[src/shared/ubrg_pkg.sv]
package ubrg_pkg;
   // clock source select codes
   localparam logic [1:0] SRC_MASTER = 2'h0;
   localparam logic [1:0] SRC_MASTER_DIV = 2'h1;
   localparam logic [1:0] SRC_MASTER_ALT = 2'h2;
   localparam logic [1:0] SRC_EXT_PIN = 2'h3;
   localparam int PRESCALE_DIV = 8;
   localparam int DIVISOR_WIDTH = 16;
   localparam int FRACTION_WIDTH = 3;
   localparam int FRACTION_STEPS = 8;
   localparam int OVERSAMPLE_HIGH = 16;
   localparam int OVERSAMPLE_LOW = 8;
   localparam logic [15:0] DIVISOR_RESET = 16'h0000;
   localparam logic [2:0] FRACTION_RESET = 3'h0;
   localparam logic [1:0] SOURCE_RESET = 2'h0;
endpackage : ubrg_pkg

[src/shared/ubrg_tick_if.sv]
`timescale 1ns/1ps
`default_nettype none
interface ubrg_tick_if;
   logic enable;
   logic tick;
   logic [15:0] divisor;
   logic [2:0] fraction;
   logic frac_on;
   logic half_tick;
   modport master (output enable, output divisor, output fraction, output frac_on,
      input tick, input half_tick);
   modport divider (input enable, input divisor, input fraction, input frac_on,
      output tick, output half_tick);
endinterface : ubrg_tick_if
`default_nettype wire

[src/design/ubrg_prescaler.sv]
`timescale 1ns/1ps
`default_nettype none
module ubrg_prescaler #(
   parameter int DIV = ubrg_pkg::PRESCALE_DIV
) (
   input wire logic clk_in,     // master clock
   input wire logic rst_n_in,   // synchronised reset
   input wire logic run_in,     // peripheral clock enable
   output logic pulse_out       // one pulse every DIV cycles
);
   logic [7:0] cnt_r;

   always_ff @(posedge clk_in or negedge rst_n_in) begin
      if (!rst_n_in) begin
         cnt_r <= 8'h00;
         pulse_out <= 1'b0;
      end else if (run_in) begin
         pulse_out <= (cnt_r == 8'(DIV - 1));
         cnt_r <= (cnt_r == 8'(DIV - 1)) ? 8'h00 : cnt_r + 8'h01;
      end else begin
         pulse_out <= 1'b0;
      end
   end
endmodule : ubrg_prescaler
`default_nettype wire

[src/design/ubrg_divider.sv]
`timescale 1ns/1ps
`default_nettype none
module ubrg_divider (
   input wire logic clk_in,         // master clock
   input wire logic rst_n_in,       // synchronised reset
   input wire logic src_tick_in,    // selected source edge, one cycle
   ubrg_tick_if.divider port_if     // divisor settings and output tick
);
   logic [15:0] cnt_r;
   logic [2:0] phase_r;
   logic extra_r;
   logic [15:0] period;
   logic [3:0] acc;

   // fractional: stretch a period when the running accumulator carries
   assign acc = {1'b0, phase_r} + {1'b0, port_if.fraction};
   assign period = port_if.divisor + {15'h0000, extra_r};

   always_ff @(posedge clk_in or negedge rst_n_in) begin
      if (!rst_n_in) begin
         cnt_r <= 16'h0000;
         phase_r <= 3'h0;
         extra_r <= 1'b0;
         port_if.tick <= 1'b0;
         port_if.half_tick <= 1'b0;
      end else if (!port_if.enable || port_if.divisor == 16'h0000) begin // see [RQ3]
         port_if.tick <= 1'b0;
         port_if.half_tick <= 1'b0;
      end else if (src_tick_in) begin
         port_if.half_tick <= (cnt_r == (period >> 1) - 16'h0001) && period != 16'h0001;
         if (cnt_r >= period - 16'h0001) begin // see [RQ2] [RQ4]
            cnt_r <= 16'h0000;
            port_if.tick <= 1'b1; // see [RQ18]
            if (port_if.frac_on) begin // see [RQ8] [RQ19]
               phase_r <= acc[2:0];
               extra_r <= acc[3];
            end else begin
               phase_r <= 3'h0;
               extra_r <= 1'b0;
            end
         end else begin
            cnt_r <= cnt_r + 16'h0001;
            port_if.tick <= 1'b0;
         end
      end else begin
         port_if.tick <= 1'b0;
         port_if.half_tick <= 1'b0;
      end
   end
endmodule : ubrg_divider
`default_nettype wire

[src/design/ubrg_top.sv]
`timescale 1ns/1ps
`default_nettype none
// Summary of operation
// [RQ1] source: master, master over eight, pin
// [RQ2] sixteen-bit integer divisor divides source
// [RQ3] divisor zero stops all output ticks; sync external bit tick still follows the pin
// [RQ4] divisor one passes source straight through
// [RQ5] external clock below master over 4.5
// [RQ6] async: sample tick, then divide 16/8
// [RQ7] oversample bit one gives eight samples
// [RQ8] nonzero fraction adds eighths to divisor
// [RQ9] fraction only in normal async mode
// [RQ10] sync internal: bit tick is divided clock
// [RQ11] sync external: pin drives bit tick directly
// [RQ12] master source sync: serial clock 50:50; odd divisors above one stay high less than half
// [RQ13] software uses even divisor otherwise
// [RQ14] clock gating freezes and resumes state; serial clock still toggles in sync master-source divisor-one bypass
// [RQ15] settings accepted while clock gated
// [RQ16] interrupt line treated level sensitive
// [RQ17] software keeps baud error within 5%
// [RQ18] outputs are one-cycle enable pulses
// [RQ19] fraction stretches periods within eight
module ubrg_top (
   input wire logic clock_in,             // master clock, 100 MHz
   input wire logic arst_n_in,            // async reset, active low
   input wire logic clk_run_in,           // peripheral clock enabled
   input wire logic [1:0] clock_source_select_in, // source select code
   input wire logic [15:0] integer_divisor_in,    // integer divisor
   input wire logic [2:0] fraction_eighths_in,    // fractional eighths
   input wire logic sync_mode_in,         // 1 synchronous, 0 asynchronous
   input wire logic oversample8_in,       // 1 eight samples per bit
   input wire logic normal_mode_in,       // port in normal mode
   input wire logic serial_clock_in,      // serial clock pin level
   output logic sample_tick_out,          // receiver sampling pulse
   output logic bit_tick_out,             // bit-rate pulse
   output logic serial_clock_out,         // serial clock pin drive
   output logic serial_clock_oe_out       // serial clock pin enable
);
   logic rst_s1_r;
   logic rst_n_r;
   logic [1:0] src_sel_r;
   logic [15:0] div_r;
   logic [2:0] frac_r;
   logic sync_r;
   logic over_r;
   logic normal_r;
   logic pin_d_r;
   logic pre_pulse;
   logic src_tick;
   logic ext_src;
   logic [3:0] os_cnt_r;
   logic [3:0] os_last;
   ubrg_tick_if tick_if ();

   always_ff @(posedge clock_in or negedge arst_n_in) begin
      if (!arst_n_in) begin
         rst_s1_r <= 1'b0;
         rst_n_r <= 1'b0;
      end else begin
         rst_s1_r <= 1'b1;
         rst_n_r <= rst_s1_r;
      end
   end

   // settings latch every cycle, gated or not
   always_ff @(posedge clock_in or negedge rst_n_r) begin
      if (!rst_n_r) begin
         src_sel_r <= ubrg_pkg::SOURCE_RESET;
         div_r <= ubrg_pkg::DIVISOR_RESET;
         frac_r <= ubrg_pkg::FRACTION_RESET;
         sync_r <= 1'b0;
         over_r <= 1'b0;
         normal_r <= 1'b1;
      end else begin // see [RQ15]
         src_sel_r <= clock_source_select_in;
         div_r <= integer_divisor_in;
         frac_r <= fraction_eighths_in;
         sync_r <= sync_mode_in;
         over_r <= oversample8_in;
         normal_r <= normal_mode_in;
      end
   end

   // rising edge of pin; pin is slow vs master clock
   always_ff @(posedge clock_in or negedge rst_n_r) begin
      if (!rst_n_r) begin
         pin_d_r <= 1'b0;
      end else begin
         pin_d_r <= serial_clock_in; // see [RQ5]
      end
   end

   ubrg_prescaler #(
      .DIV(ubrg_pkg::PRESCALE_DIV)
   ) u_pre (
      .clk_in(clock_in),
      .rst_n_in(rst_n_r),
      .run_in(clk_run_in),
      .pulse_out(pre_pulse)
   );

   assign ext_src = (src_sel_r == ubrg_pkg::SRC_EXT_PIN);

   always_comb begin
      unique case (src_sel_r) // see [RQ1]
         ubrg_pkg::SRC_MASTER: src_tick = clk_run_in;
         ubrg_pkg::SRC_MASTER_DIV: src_tick = pre_pulse;
         ubrg_pkg::SRC_MASTER_ALT: src_tick = pre_pulse;
         ubrg_pkg::SRC_EXT_PIN: src_tick = clk_run_in && serial_clock_in && !pin_d_r;
         default: src_tick = 1'b0;
      endcase
   end

   // gating only holds counters; nothing clears on clock stop
   assign tick_if.enable = clk_run_in; // see [RQ14]
   assign tick_if.divisor = div_r;
   assign tick_if.fraction = frac_r;
   assign tick_if.frac_on = (frac_r != 3'h0) && !sync_r && normal_r; // see [RQ8] [RQ9]

   ubrg_divider u_div (
      .clk_in(clock_in),
      .rst_n_in(rst_n_r),
      .src_tick_in(src_tick),
      .port_if(tick_if)
   );

   assign os_last = over_r ? 4'(ubrg_pkg::OVERSAMPLE_LOW - 1)
      : 4'(ubrg_pkg::OVERSAMPLE_HIGH - 1); // see [RQ7]

   always_ff @(posedge clock_in or negedge rst_n_r) begin
      if (!rst_n_r) begin
         os_cnt_r <= 4'h0;
      end else if (!sync_r && tick_if.tick) begin // see [RQ6]
         os_cnt_r <= (os_cnt_r >= os_last) ? 4'h0 : os_cnt_r + 4'h1;
      end
   end

   always_ff @(posedge clock_in or negedge rst_n_r) begin
      if (!rst_n_r) begin
         sample_tick_out <= 1'b0;
         bit_tick_out <= 1'b0;
      end else if (!sync_r) begin
         sample_tick_out <= tick_if.tick; // see [RQ6]
         bit_tick_out <= tick_if.tick && (os_cnt_r >= os_last);
      end else if (ext_src) begin
         sample_tick_out <= 1'b0;
         bit_tick_out <= clk_run_in && serial_clock_in && !pin_d_r; // see [RQ11]
      end else begin
         sample_tick_out <= 1'b0;
         bit_tick_out <= tick_if.tick; // see [RQ10]
      end
   end

   // sync internal source: drive pin; fall at half period keeps even divisors 50:50
   always_ff @(posedge clock_in or negedge rst_n_r) begin
      if (!rst_n_r) begin
         serial_clock_out <= 1'b0;
         serial_clock_oe_out <= 1'b0;
      end else begin
         serial_clock_oe_out <= sync_r && !ext_src && div_r != 16'h0000;
         if (!sync_r || ext_src || div_r == 16'h0000) begin
            serial_clock_out <= 1'b0;
         end else if (div_r == 16'h0001 && src_sel_r == ubrg_pkg::SRC_MASTER) begin
            serial_clock_out <= ~serial_clock_out; // best effort at bypass rate
         end else if (tick_if.tick) begin
            serial_clock_out <= 1'b1;
         end else if (tick_if.half_tick) begin // see [RQ12] [RQ13]
            serial_clock_out <= 1'b0;
         end
      end
   end
endmodule : ubrg_top
`default_nettype wire

[config.mk]
export PLATFORM = sky130hd
export DESIGN_NAME = ubrg_top
export DESIGN_NICKNAME = d
export VERILOG_FILES = /design/src/shared/ubrg_pkg.sv /design/src/shared/ubrg_tick_if.sv /design/src/design/ubrg_prescaler.sv /design/src/design/ubrg_divider.sv /design/src/design/ubrg_top.sv
export SDC_FILE = /design/constraint.sdc
export NUM_CORES = 1
export LEC_CHECK = 0
export BUFFER_PORTS_ARGS = -buffer_cell sky130_fd_sc_hd__buf_2
export CORE_ASPECT_RATIO = 0.9
export CORE_UTILIZATION = 50
export CTS_CLUSTER_DIAMETER = 120
export DETAILED_ROUTE_END_ITERATION = 10
export PLACE_DENSITY_LB_ADDON = 0.3
export SLEW_MARGIN = 20
export SYNTH_ARGS = -nofsm -noshare
export SYNTH_HDL_FRONTEND = slang
export SYNTH_SLANG_ARGS = --single-unit
[constraint.sdc]
create_clock -name clock_in -period 2.05 [get_ports clock_in]
set_input_delay 0.41 -clock clock_in [delete_from_list [all_inputs] [get_ports clock_in]]
set_output_delay 0.41 -clock clock_in [all_outputs]
set_load 0.02 [all_outputs]
# Word-level counts from Yosys, hierarchy flattened
# Cells that the tools add are included.
# word_totals
n_memories	0
wordCells	84
mem_bits_ro	0
regBits	66
latchBits	0
inputBits	28
mem_bits_rw	0
# classes
magnitude_cmp	2
muxes	20
n_mul	0
reduce_logical	25
eq_ne	7
bitwise_logic	2
div_mod_pow	0
add_sub_neg	7
n_shift	0
# op_table
op	n
adder 16 x 1 -> 16 bit	1
adder 16 x 1 -> 16 bit (second input constant)	1
equality test 16 x 1 -> 1 bit (second input constant)	1
equality test 16 bit	1
greater-or-equal comparator 16 bit	1
logical NOT 16 bit	1
2-to-1 mux 16 bit	1
inequality test 16 x 1 -> 1 bit (second input constant)	1
nonzero test 16 bit	1
subtractor 15 x 1 -> 16 bit (second input constant)	1
subtractor 16 x 1 -> 16 bit (second input constant)	1
2-to-1 mux 1 bit	14
logical AND 1 bit	10
adder 8 x 1 -> 8 bit (second input constant)	1
equality test 8 x 3 -> 1 bit (second input constant)	1
2-to-1 mux 4 bit	2
2-to-1 mux 8 bit	1
adder 3 x 3 -> 4 bit	1
adder 4 x 1 -> 4 bit (second input constant)	1
equality test 2 bit (second input constant)	2
greater-or-equal comparator 4 bit	1
logical NOT 1 bit	4
nonzero test 4 bit	1
logical OR 1 bit	3
9 further kinds	10

# Depth between registers and ports, before layout
# Gate-level depths: netlist of the first run.
# logic_depth
word_depth	6
depth_mapped	18
depth_no_buf	17

# By module
# From an unflattened synthesis of the first run, not the netlist that was laid out.
# unflattened
hier_cells	444
area_unflattened_um2	4360.4
# modules_own_cells
mod	cells_per_inst	area_each_um2	n_inst
ubrg_divider	326	2748.9	1
ubrg_top	82	1191.1	1
ubrg_prescaler	36	420.4	1

# Worst setup path after synthesis of the first run
# Ideal clock, no wire load.
# synth_path
path_kind	reg-to-reg
from	register div_r[0]
to	register u_div.extra_r
n_path_buf	0
slack_ps	-2361
path_stages_with_launch	17
arrival_ps	4286
path_cell_list	dfrtp_1 -> ha_1 -> xnor2_1 -> ha_1 -> or4b_4 -> a22oi_4 -> and3_4 -> nand2_1 -> xnor2_1 -> ha_1 -> a21o_1 -> a21o_1 -> a221o_1 -> a21o_1 -> a211oi_2 -> nor2_1 -> mux2_2
# synth_between
elab_chain_len	4
# synth_lines
element	line	source
start, declared	ubrg_top.sv:42	logic [15:0] div_r;
start signal, assigned	ubrg_top.sv:69	div_r <= ubrg_pkg::DIVISOR_RESET;
start signal, assigned	ubrg_top.sv:76	div_r <= integer_divisor_in;
adder 16 x 1 -> 16 bit or logical NOT 16 bit (tied branches)	ubrg_divider.sv:17, ubrg_divider.sv:26	
subtractor 16 x 1 -> 16 bit or logical OR 1 bit (tied branches)	ubrg_divider.sv:31, ubrg_divider.sv:26	
greater-or-equal comparator 16 bit or NOT 1 bit (tied branches)	n/a	
AND reduction 3 bit (no source line) *	n/a	
end signal, assigned	ubrg_divider.sv:36	extra_r <= acc[3];
end, declared	ubrg_divider.sv:11	logic extra_r;
# Every way passes the cells marked *; elsewhere a longest branch is shown, timed or not.
# A chain may end at the register's enable or synchronous reset.

# Worst setup path after layout of the first run
# layout_path
from	register u_div.extra_r
to	register u_div.phase_r[0]
# layout_between
elab_chain_len	4
# layout_lines
element	line	source
adder 16 x 1 -> 16 bit	ubrg_divider.sv:17	assign period = port_if.divisor + {15'h0000, extra_r};
subtractor 16 x 1 -> 16 bit	ubrg_divider.sv:31	if (cnt_r >= period - 16'h0001) begin
greater-or-equal comparator 16 bit	ubrg_divider.sv:31	
AND reduction 3 bit (no source line)	n/a	
end signal, assigned	ubrg_divider.sv:35	phase_r <= acc[2:0];
end, declared	ubrg_divider.sv:10	logic [2:0] phase_r;
# Every way passes these cells.

==> impl_results.md, run 1 <==
* Run status: complete, but fails checks
* Failing checks: negative setup slack
* Yosys reg bits at 66
* PD cells at between 600 and 700 nW/um2
* Worst setup startpoint: u_div.extra_r
* Nets at between 600 and 700
* EDFF count, synth at 0
* Pleak at ~2.7 nW
* HP Class: register to asynchronous set/reset pin
* Worst clock skew at ~0.012 ns
* Die height at about 90 um
* # setup viols final at 22
* Initial antenna violation count at 0
* Die area at 9050 um2
* CP Launch Type: register
* Crit path cell chain: ha_4 > nand2_4 > xor2_2 > ha_2 > or4b_4 > a22oi_4 > buf_4 > buf_4 > nand2_1 > xnor2_2 > ha_1 > a21oi_1 > o21bai_1 > a221o_1 > a21o_1 > a211oi_4 > nor2_4 > mux2_2
* Pre-antenna DRT Iters at 5
* Most common cell after layout, fill and taps aside: buf_4
* Core Region at about 8200 um2
* Detail Route Antenna Nets at 0
* Yosys warns at 0
* Crit end category: register
* CP top delay family: compound AO/OA/AOI/OAI gates
* WL final at 11400 um
* Met1 Wirelength at ~5000 um
* Antenna cell count at 0
* Worst path depth at 18
* Overall power at 3.75 mW
* Syn_nets at a little over 500
* Util after Layout at a little over two thirds
* HPWL after detailed placement at 8570 um
* CTS H-tree depth at 3
* Crit-path max cell delay at a little under 0.5 ns
* Post-layout min period at 4.18 ns
* Average vias per placed instance at 5.42
* CTS buffer count at 9
* Post-Syn Instances at ~450
* Rows at 31
* Pre-CTS WS at -2.08 ns
* Clock Path Buffers at 2
* Proportion of layout cells with a drive suffix above 1 at a little over a third
* Fin. Hold Viols at 0
* DR WL met2 at 5660 um
* GRT Total Usage at a little over a quarter
* Max-cap violations at 0
* CTS sink cnt at 66
* Initial DRC Count at around 200
* Die X at between 100 and 150 um
* I/O Pins at 32
* DR WL/cell at between 15 and 20 um
* Largest net degree at the start of global routing at 60
* Number of global-route vias before repair at between 3000 and 4000
* R2R depth at 18
* Max Freq at approximately 240 MHz
* RePlAce Congestion at 0.928
* WP buf/inv at 2
* Async S/R FF share, synth at between 90% and 100%
* Reg2reg start: u_div.extra_r
* CP dominant cell by count: buf_4
* CP max-delay cell: or4b_4
* Initial core utilization at a little over half
* Global-route wire length before repair at roughly 19000 um
* Final WS setup at -2.13 ns
* DRC Markers at 0
* Crit Path Class: register to register
* Post-synthesis sequential area ratio at between 30% and 40%
* Crit path to: u_div.phase_r[0]
* Area Overhead vs Synth at 34.2%
* I/O Buffers at 31
* CTS tree: built
* Endpoint of the most critical register-to-register path: u_div.phase_r[0]
* Fin. max-slew vios at 0
* CP Max Fanout at 7
* Netlist cell types at 65
* Mapped Area at 4340 um2
* Data required time at the worst endpoint at around 2.3 ns
* Final period utilization at 204%
* Synthesized area per cell at about 9.7 um2
* Top sig layer: met4
* WL met3 at a little under 500 um
* Via count at between 3000 and 4000
* Peak supply drop at roughly 800 uV
* Skew-Pair Late Insertion Delay at between 0.3 and 0.4 ns
* Ys flop type: dfrtp_1
* Flop2flop setup slack at -2.13 ns
* Commonest non-fill, non-tap cells in the layout: 104 x buf_4, 62 x dfrtp_1, 45 x xnor2_1
* WP data arrival at 4.39 ns
* Cell at the root of the clock tree: clkbuf_8
* Clock slew at reported path FFs at 0.08 ns
* RSZ-0062 raised after global routing: true
* Global route total overflow at 0
-- stage by stage --
step / area, um2 / hold WS (ns) / setup TNS, ns / instances
4_1_cts: 5770 / 0.0965 / -41.71 / 700
3_5_place_dp: 5380 / 0.0910 / -43.52 / 676
5_1_grt: 5820 / 0.110 / -48.57 / 703
2_1_floorplan: 4400 / 0.114 / -44.59 / 449
6_report: 5820 / 0.0926 / -43.96 / 703
3_3_place_gp: 5380 / 0.0870 / -41.16 / 676
-- Yosys cell counts, types with 2 or more instances --
cell type  count  area [um2]
dfrtp_1       65        1630
o311ai_0       2        17.5
xor2_1        23         201
clkbuf_1      11        41.3
nor2b_1        4        25.0
a22o_1         3        26.3
nand4_1       15        93.8
and4_1         2        17.5
nand2b_1       6        37.5
o21ai_0       10        50.1
mux2_2         6        67.6
o21bai_1       2        15.0
nand2_1       35         131
xnor2_1       48         420
a21oi_1       15        75.1
nor2_1        38         143
nor3_1        11        55.1
a211oi_1       2        15.0
or4_1          3        22.5
and3_1         7        43.8
inv_1         16        60.1
and2_1         3        18.8
and3_4         2        22.5
buf_2          5        25.0
ha_1          32         400
a211o_1        2        17.5
a31oi_1        3        18.8
a2111oi_0      2        17.5
o211ai_1       2        15.0
or3_1          6        37.5
nor4_1         2        12.5
nand3_1       21         105
a21o_1         7        52.6
mux2i_1        6        60.1
o22ai_1        2        12.5
-- report_power, final --
part	total, mW	internal (mW)	switching [mW]
clock network	1.22	0.717	0.498
registers	1.58	1.45	0.129
logic	0.951	0.456	0.496
-- state kept, by name (all words and copies together) (netlist names) --
signal	count
bit_tick_out	1
div_r	16
frac_r	3
normal_r	1
os_cnt_r	4
over_r	1
pin_d_r	1
rst_n_r	1
rst_s1_r	1
sample_tick_out	1
serial_clock_oe_out	1
serial_clock_out	1
src_sel_r	2
sync_r	1
u_div.cnt_r	16
u_div.extra_r	1
u_div.phase_r	3
u_div.port_if.half_tick	1
u_div.port_if.tick	1
u_pre.cnt_r	8
u_pre.pulse_out	1
-- timing repair --
action                                 CTS  global route
resized for setup                       25             7
endpoints found under the hold margin    2             0
setup buffers                            6             3
setup endpoints to repair               22            23
pin swaps                               27             1
hold buffers                             1             0
gates cloned                             1             0
-- cells by family after synthesis --
kind of cell             synth area share, %
AO/OA/AOI/OAI                           11.2
flip-flops                              38.1
multiplexers                            2.94
other                                 0.0865
buffers and inverters                   3.35
adder cells (fa/ha/maj)                 9.69
AND/OR/NAND/NOR                         20.3
XOR/XNOR                                14.3
-- worst min path at each step --
stage	endpoint	slack (ns)	depth (start not counted)
floorplan	rst_n_r	0.11	0
global placement	div_r[15]	0.09	0
detailed placement	div_r[15]	0.09	0
CTS	div_r[8]	0.1	0
global route	div_r[12]	0.11	0
finish	div_r[15]	0.09	0
-- area by class of cell --
type | instances | area (um2)
Inverter | 16 | 60.1
Multi-Input combinational cell | 349 | 2720
Clock inverter | 6 | 90.1
Fill cell | 597 | 2400
Tap cell | 115 | 144
Timing Repair Buffer | 141 | 1010
Clock buffer | 10 | 138
Sequential cell | 66 | 1660
-- worst reg2reg max path, cell delays in order, from the launching register on --
cell	delay, ns
dfrtp_2	0.45
ha_4	0.18
nand2_4	0.06
xor2_2	0.16
ha_2	0.21
or4b_4	0.49
a22oi_4	0.20
buf_4	0.14
buf_4	0.12
nand2_1	0.08
xnor2_2	0.23
ha_1	0.33
a21oi_1	0.16
o21bai_1	0.08
a221o_1	0.26
a21o_1	0.22
a211oi_4	0.30
nor2_4	0.11
mux2_2	0.28
-- routing by layer --
layer | up-vias | GRT usage, %
met2 | 96 | 46.1
met3 | 31 | 5.65
met1 | 1839 | 33.9
met4 | 0 | 7.85
met5 | - | 0
li1 | 1844 | -
(Power assumes the default switching activity.)
==> inputs of run 2 (changes only) <==
- CORE_MARGIN: not set -> 2
==> run 2 against run 1 <==
  * The flow still finishes with violations (negative setup slack)
  * Register-to-register slack improved by 0.04 ns
  * Clock-buffer cell count increased by 1
  * Die area is 4.3% higher
  * Total power is 3.0% lower
  * Routed wire length fell by 7.3%
  * Cell count grew 0.71%
  * Flip-flop and latch count unchanged
  * Largest cell class unchanged
==> impl_results.md, run 2 (synthesis results as in run 1) <==
* Run status: complete, but fails checks
* Failing checks: negative setup slack
* CP Launch Type: register
* Max Freq at 242 MHz
* Antenna cell count at 0
* WL final at between 10000 and 15000 um
* Normalized max-slew margin at 54.7%
* Global-route wire length before repair at roughly 18000 um
* Least-Margin Pin Slew at 0.671 ns
* Detail Route Antenna Nets at 0
* Pre-CTS WS at -2.19 ns
* Cell at the root of the clock tree: clkbuf_8
* Die X at between 100 and 150 um
* Initial antenna violation count at 0
* Sequential share of power at a little over two fifths
* Area Overhead vs Synth at 33.4%
* GRT Total Usage at 25.1%
* Combinational power share at between 20% and 30%
* RePlAce Congestion at approximately 0.9
* Skew-Pair Late Insertion Delay at 0.38 ns
* # setup viols final at 22
* Footprint of the multi-input gates at ~2700 um2
* Fin. max-slew vios at 0
* I/O Pins at 32
* Worst setup startpoint: u_div.extra_r
* Fin. Hold Viols at 0
* Crit Path Class: register to register
* Core Region at between 8000 and 9000 um2
* Post-layout min period at slightly above 4 ns
* Pre-antenna DRT Iters at 5
* HPWL after detailed placement at between 8000 and 9000 um
* Final period utilization at 202%
* Number of global-route vias before repair at roughly 3800
* Sequential Area at 1660 um2
* CTS tree: built
* Die height at 92.4 um
* Switching power as a share of total power at about a third
* Endpoint of the most critical register-to-register path: u_div.extra_r
* WP data arrival at 4.41 ns
* Worst clock skew at ~0.019 ns
* Nets at about 650
* Peak supply drop at between 500 and 600 uV
* Data required time at the worst endpoint at about 2.3 ns
* P_int at about 2.5 mW
* DR WL/cell at 14.9 um
* DRC Markers at 0
* Fillers at between 600 and 700
* R2R depth at 17
* Max-cap violations at 0
* Crit end category: register
* Global route total overflow at 0
* Clock slew at reported path FFs at roughly 0.090 ns
* Rows at 32
* I/O Buffers at 31
* Clock Path Buffers at 2
* Clk pwr share at 31.9%
* Top Registers: div_r x16, u_div.cnt_r x16, u_pre.cnt_r x8
* Largest net degree at the start of global routing at 30
* PD cells at 628 nW/um2
* CTS sink cnt at between 60 and 70
* HP Class: primary input to register
* Commonest non-fill, non-tap cells in the layout: 107 x buf_4, 62 x dfrtp_1, 46 x xnor2_1
* Die area at roughly 9400 um2
* Reg2reg start: u_div.extra_r
* Proportion of layout cells with a drive suffix above 1 at about 34%
* CTS H-tree depth at 3
* Initial DRC Count at around 160
* Via count at around 3800
* Final WS setup at -2.08 ns
* Most common cell after layout, fill and taps aside: buf_4
* Flop2flop setup slack at -2.08 ns
* Initial core utilization at between 50% and 60%
* Util after Layout at 68.2%
* RSZ-0062 raised after global routing: true
* CTS buffer count at 9
* Pleak at around 2.7 nW
* Crit path to: u_div.extra_r
* Average vias per placed instance at 5.31
* CP Max Fanout at 6
* Net Sw Power at 1.14 mW
[run 2: cell count changes in the layout (fill, tap and decap cells not counted), moves of 2 or more]
| cell | change |
|---|---|
| buf_6 | -2 |
| mux2_2 | -2 |
| buf_4 | +3 |
| nor2_2 | -5 |
| nor2_1 | +5 |
| clkinvlp_4 | -2 |
| mux2_4 | +2 |
[run 2: worst min-delay path by stage]
stage                         from        to  slack, ns  depth (start not counted)
CTS                 normal_mode_in  normal_r       0.12                          1
global route        normal_mode_in  normal_r       0.12                          1
finish              normal_mode_in  normal_r       0.13                          1
global placement         arst_n_in  rst_s1_r       0.20                          1
floorplan                arst_n_in   rst_n_r       0.11                          0
detailed placement       arst_n_in  rst_s1_r       0.20                          1
[run 2: power groups by stage]
stage | sequential, mW | clock (mW) | combinational (mW)
floorplan | 1.62 | 0 | 0.505
CTS | 1.59 | 1.17 | 0.885
global route | 1.61 | 1.24 | 1.01
detailed placement | 1.61 | 0 | 0.857
global placement | 1.60 | 0 | 0.818
finish | 1.59 | 1.16 | 0.889
[run 2: through the flow]
step	cells	setup TNS (ns)	hold slack [ns]	power, mW	area (um2)
floorplan	449	-44.59	0.114	2.12	4400
global placement	686	-41.52	0.196	2.42	5430
detailed placement	686	-45.01	0.198	2.46	5430
CTS	707	-42.33	0.120	3.65	5730
global route	708	-47.24	0.117	3.85	5790
finish	708	-43.36	0.135	3.64	5790
[run 2: repair_timing]
item,in CTS,in global routing
hold endpoints to repair,2,0
setup endpoints to repair,23,23
setup buffers,4,2
gates resized for setup,15,10
hold buffers,1,0
pin swaps,20,4
[run 2: final cells by class]
type                       instances  share of cell area (%)
sequential                        66                    28.6
inverter                          16                    1.04
clock inverter                     5                    1.08
multi-input combinational        349                    46.8
tap                              119                    2.57
timing repair buffer             142                    17.5
clock buffer                      11                    2.44
[run 2: layer usage]
| layer | global-route usage, % | wire, um |
|---|---|---|
| met1 | 32.3 | 4750 |
| met2 | 41.3 | 5130 |
| met3 | 5.58 | 469 |
| met4 | 9.44 | 233 |
| met5 | 0 | 0 |
[run 2: critical path: stages (launching register included)]
cell and delay (ns):
dfrtp_2 0.46, ha_4 0.18, nand2_4 0.06, xor2_2 0.16, ha_2 0.19, or4b_4 0.48, a22oi_4 0.21, and3_4 0.23
nand2_4 0.05, xnor2_2 0.12, ha_1 0.30, a21o_1 0.18, a21o_1 0.15, a221o_1 0.30, a21o_1 0.22, a211oi_4 0.29
nor2_4 0.11, mux2_4 0.31
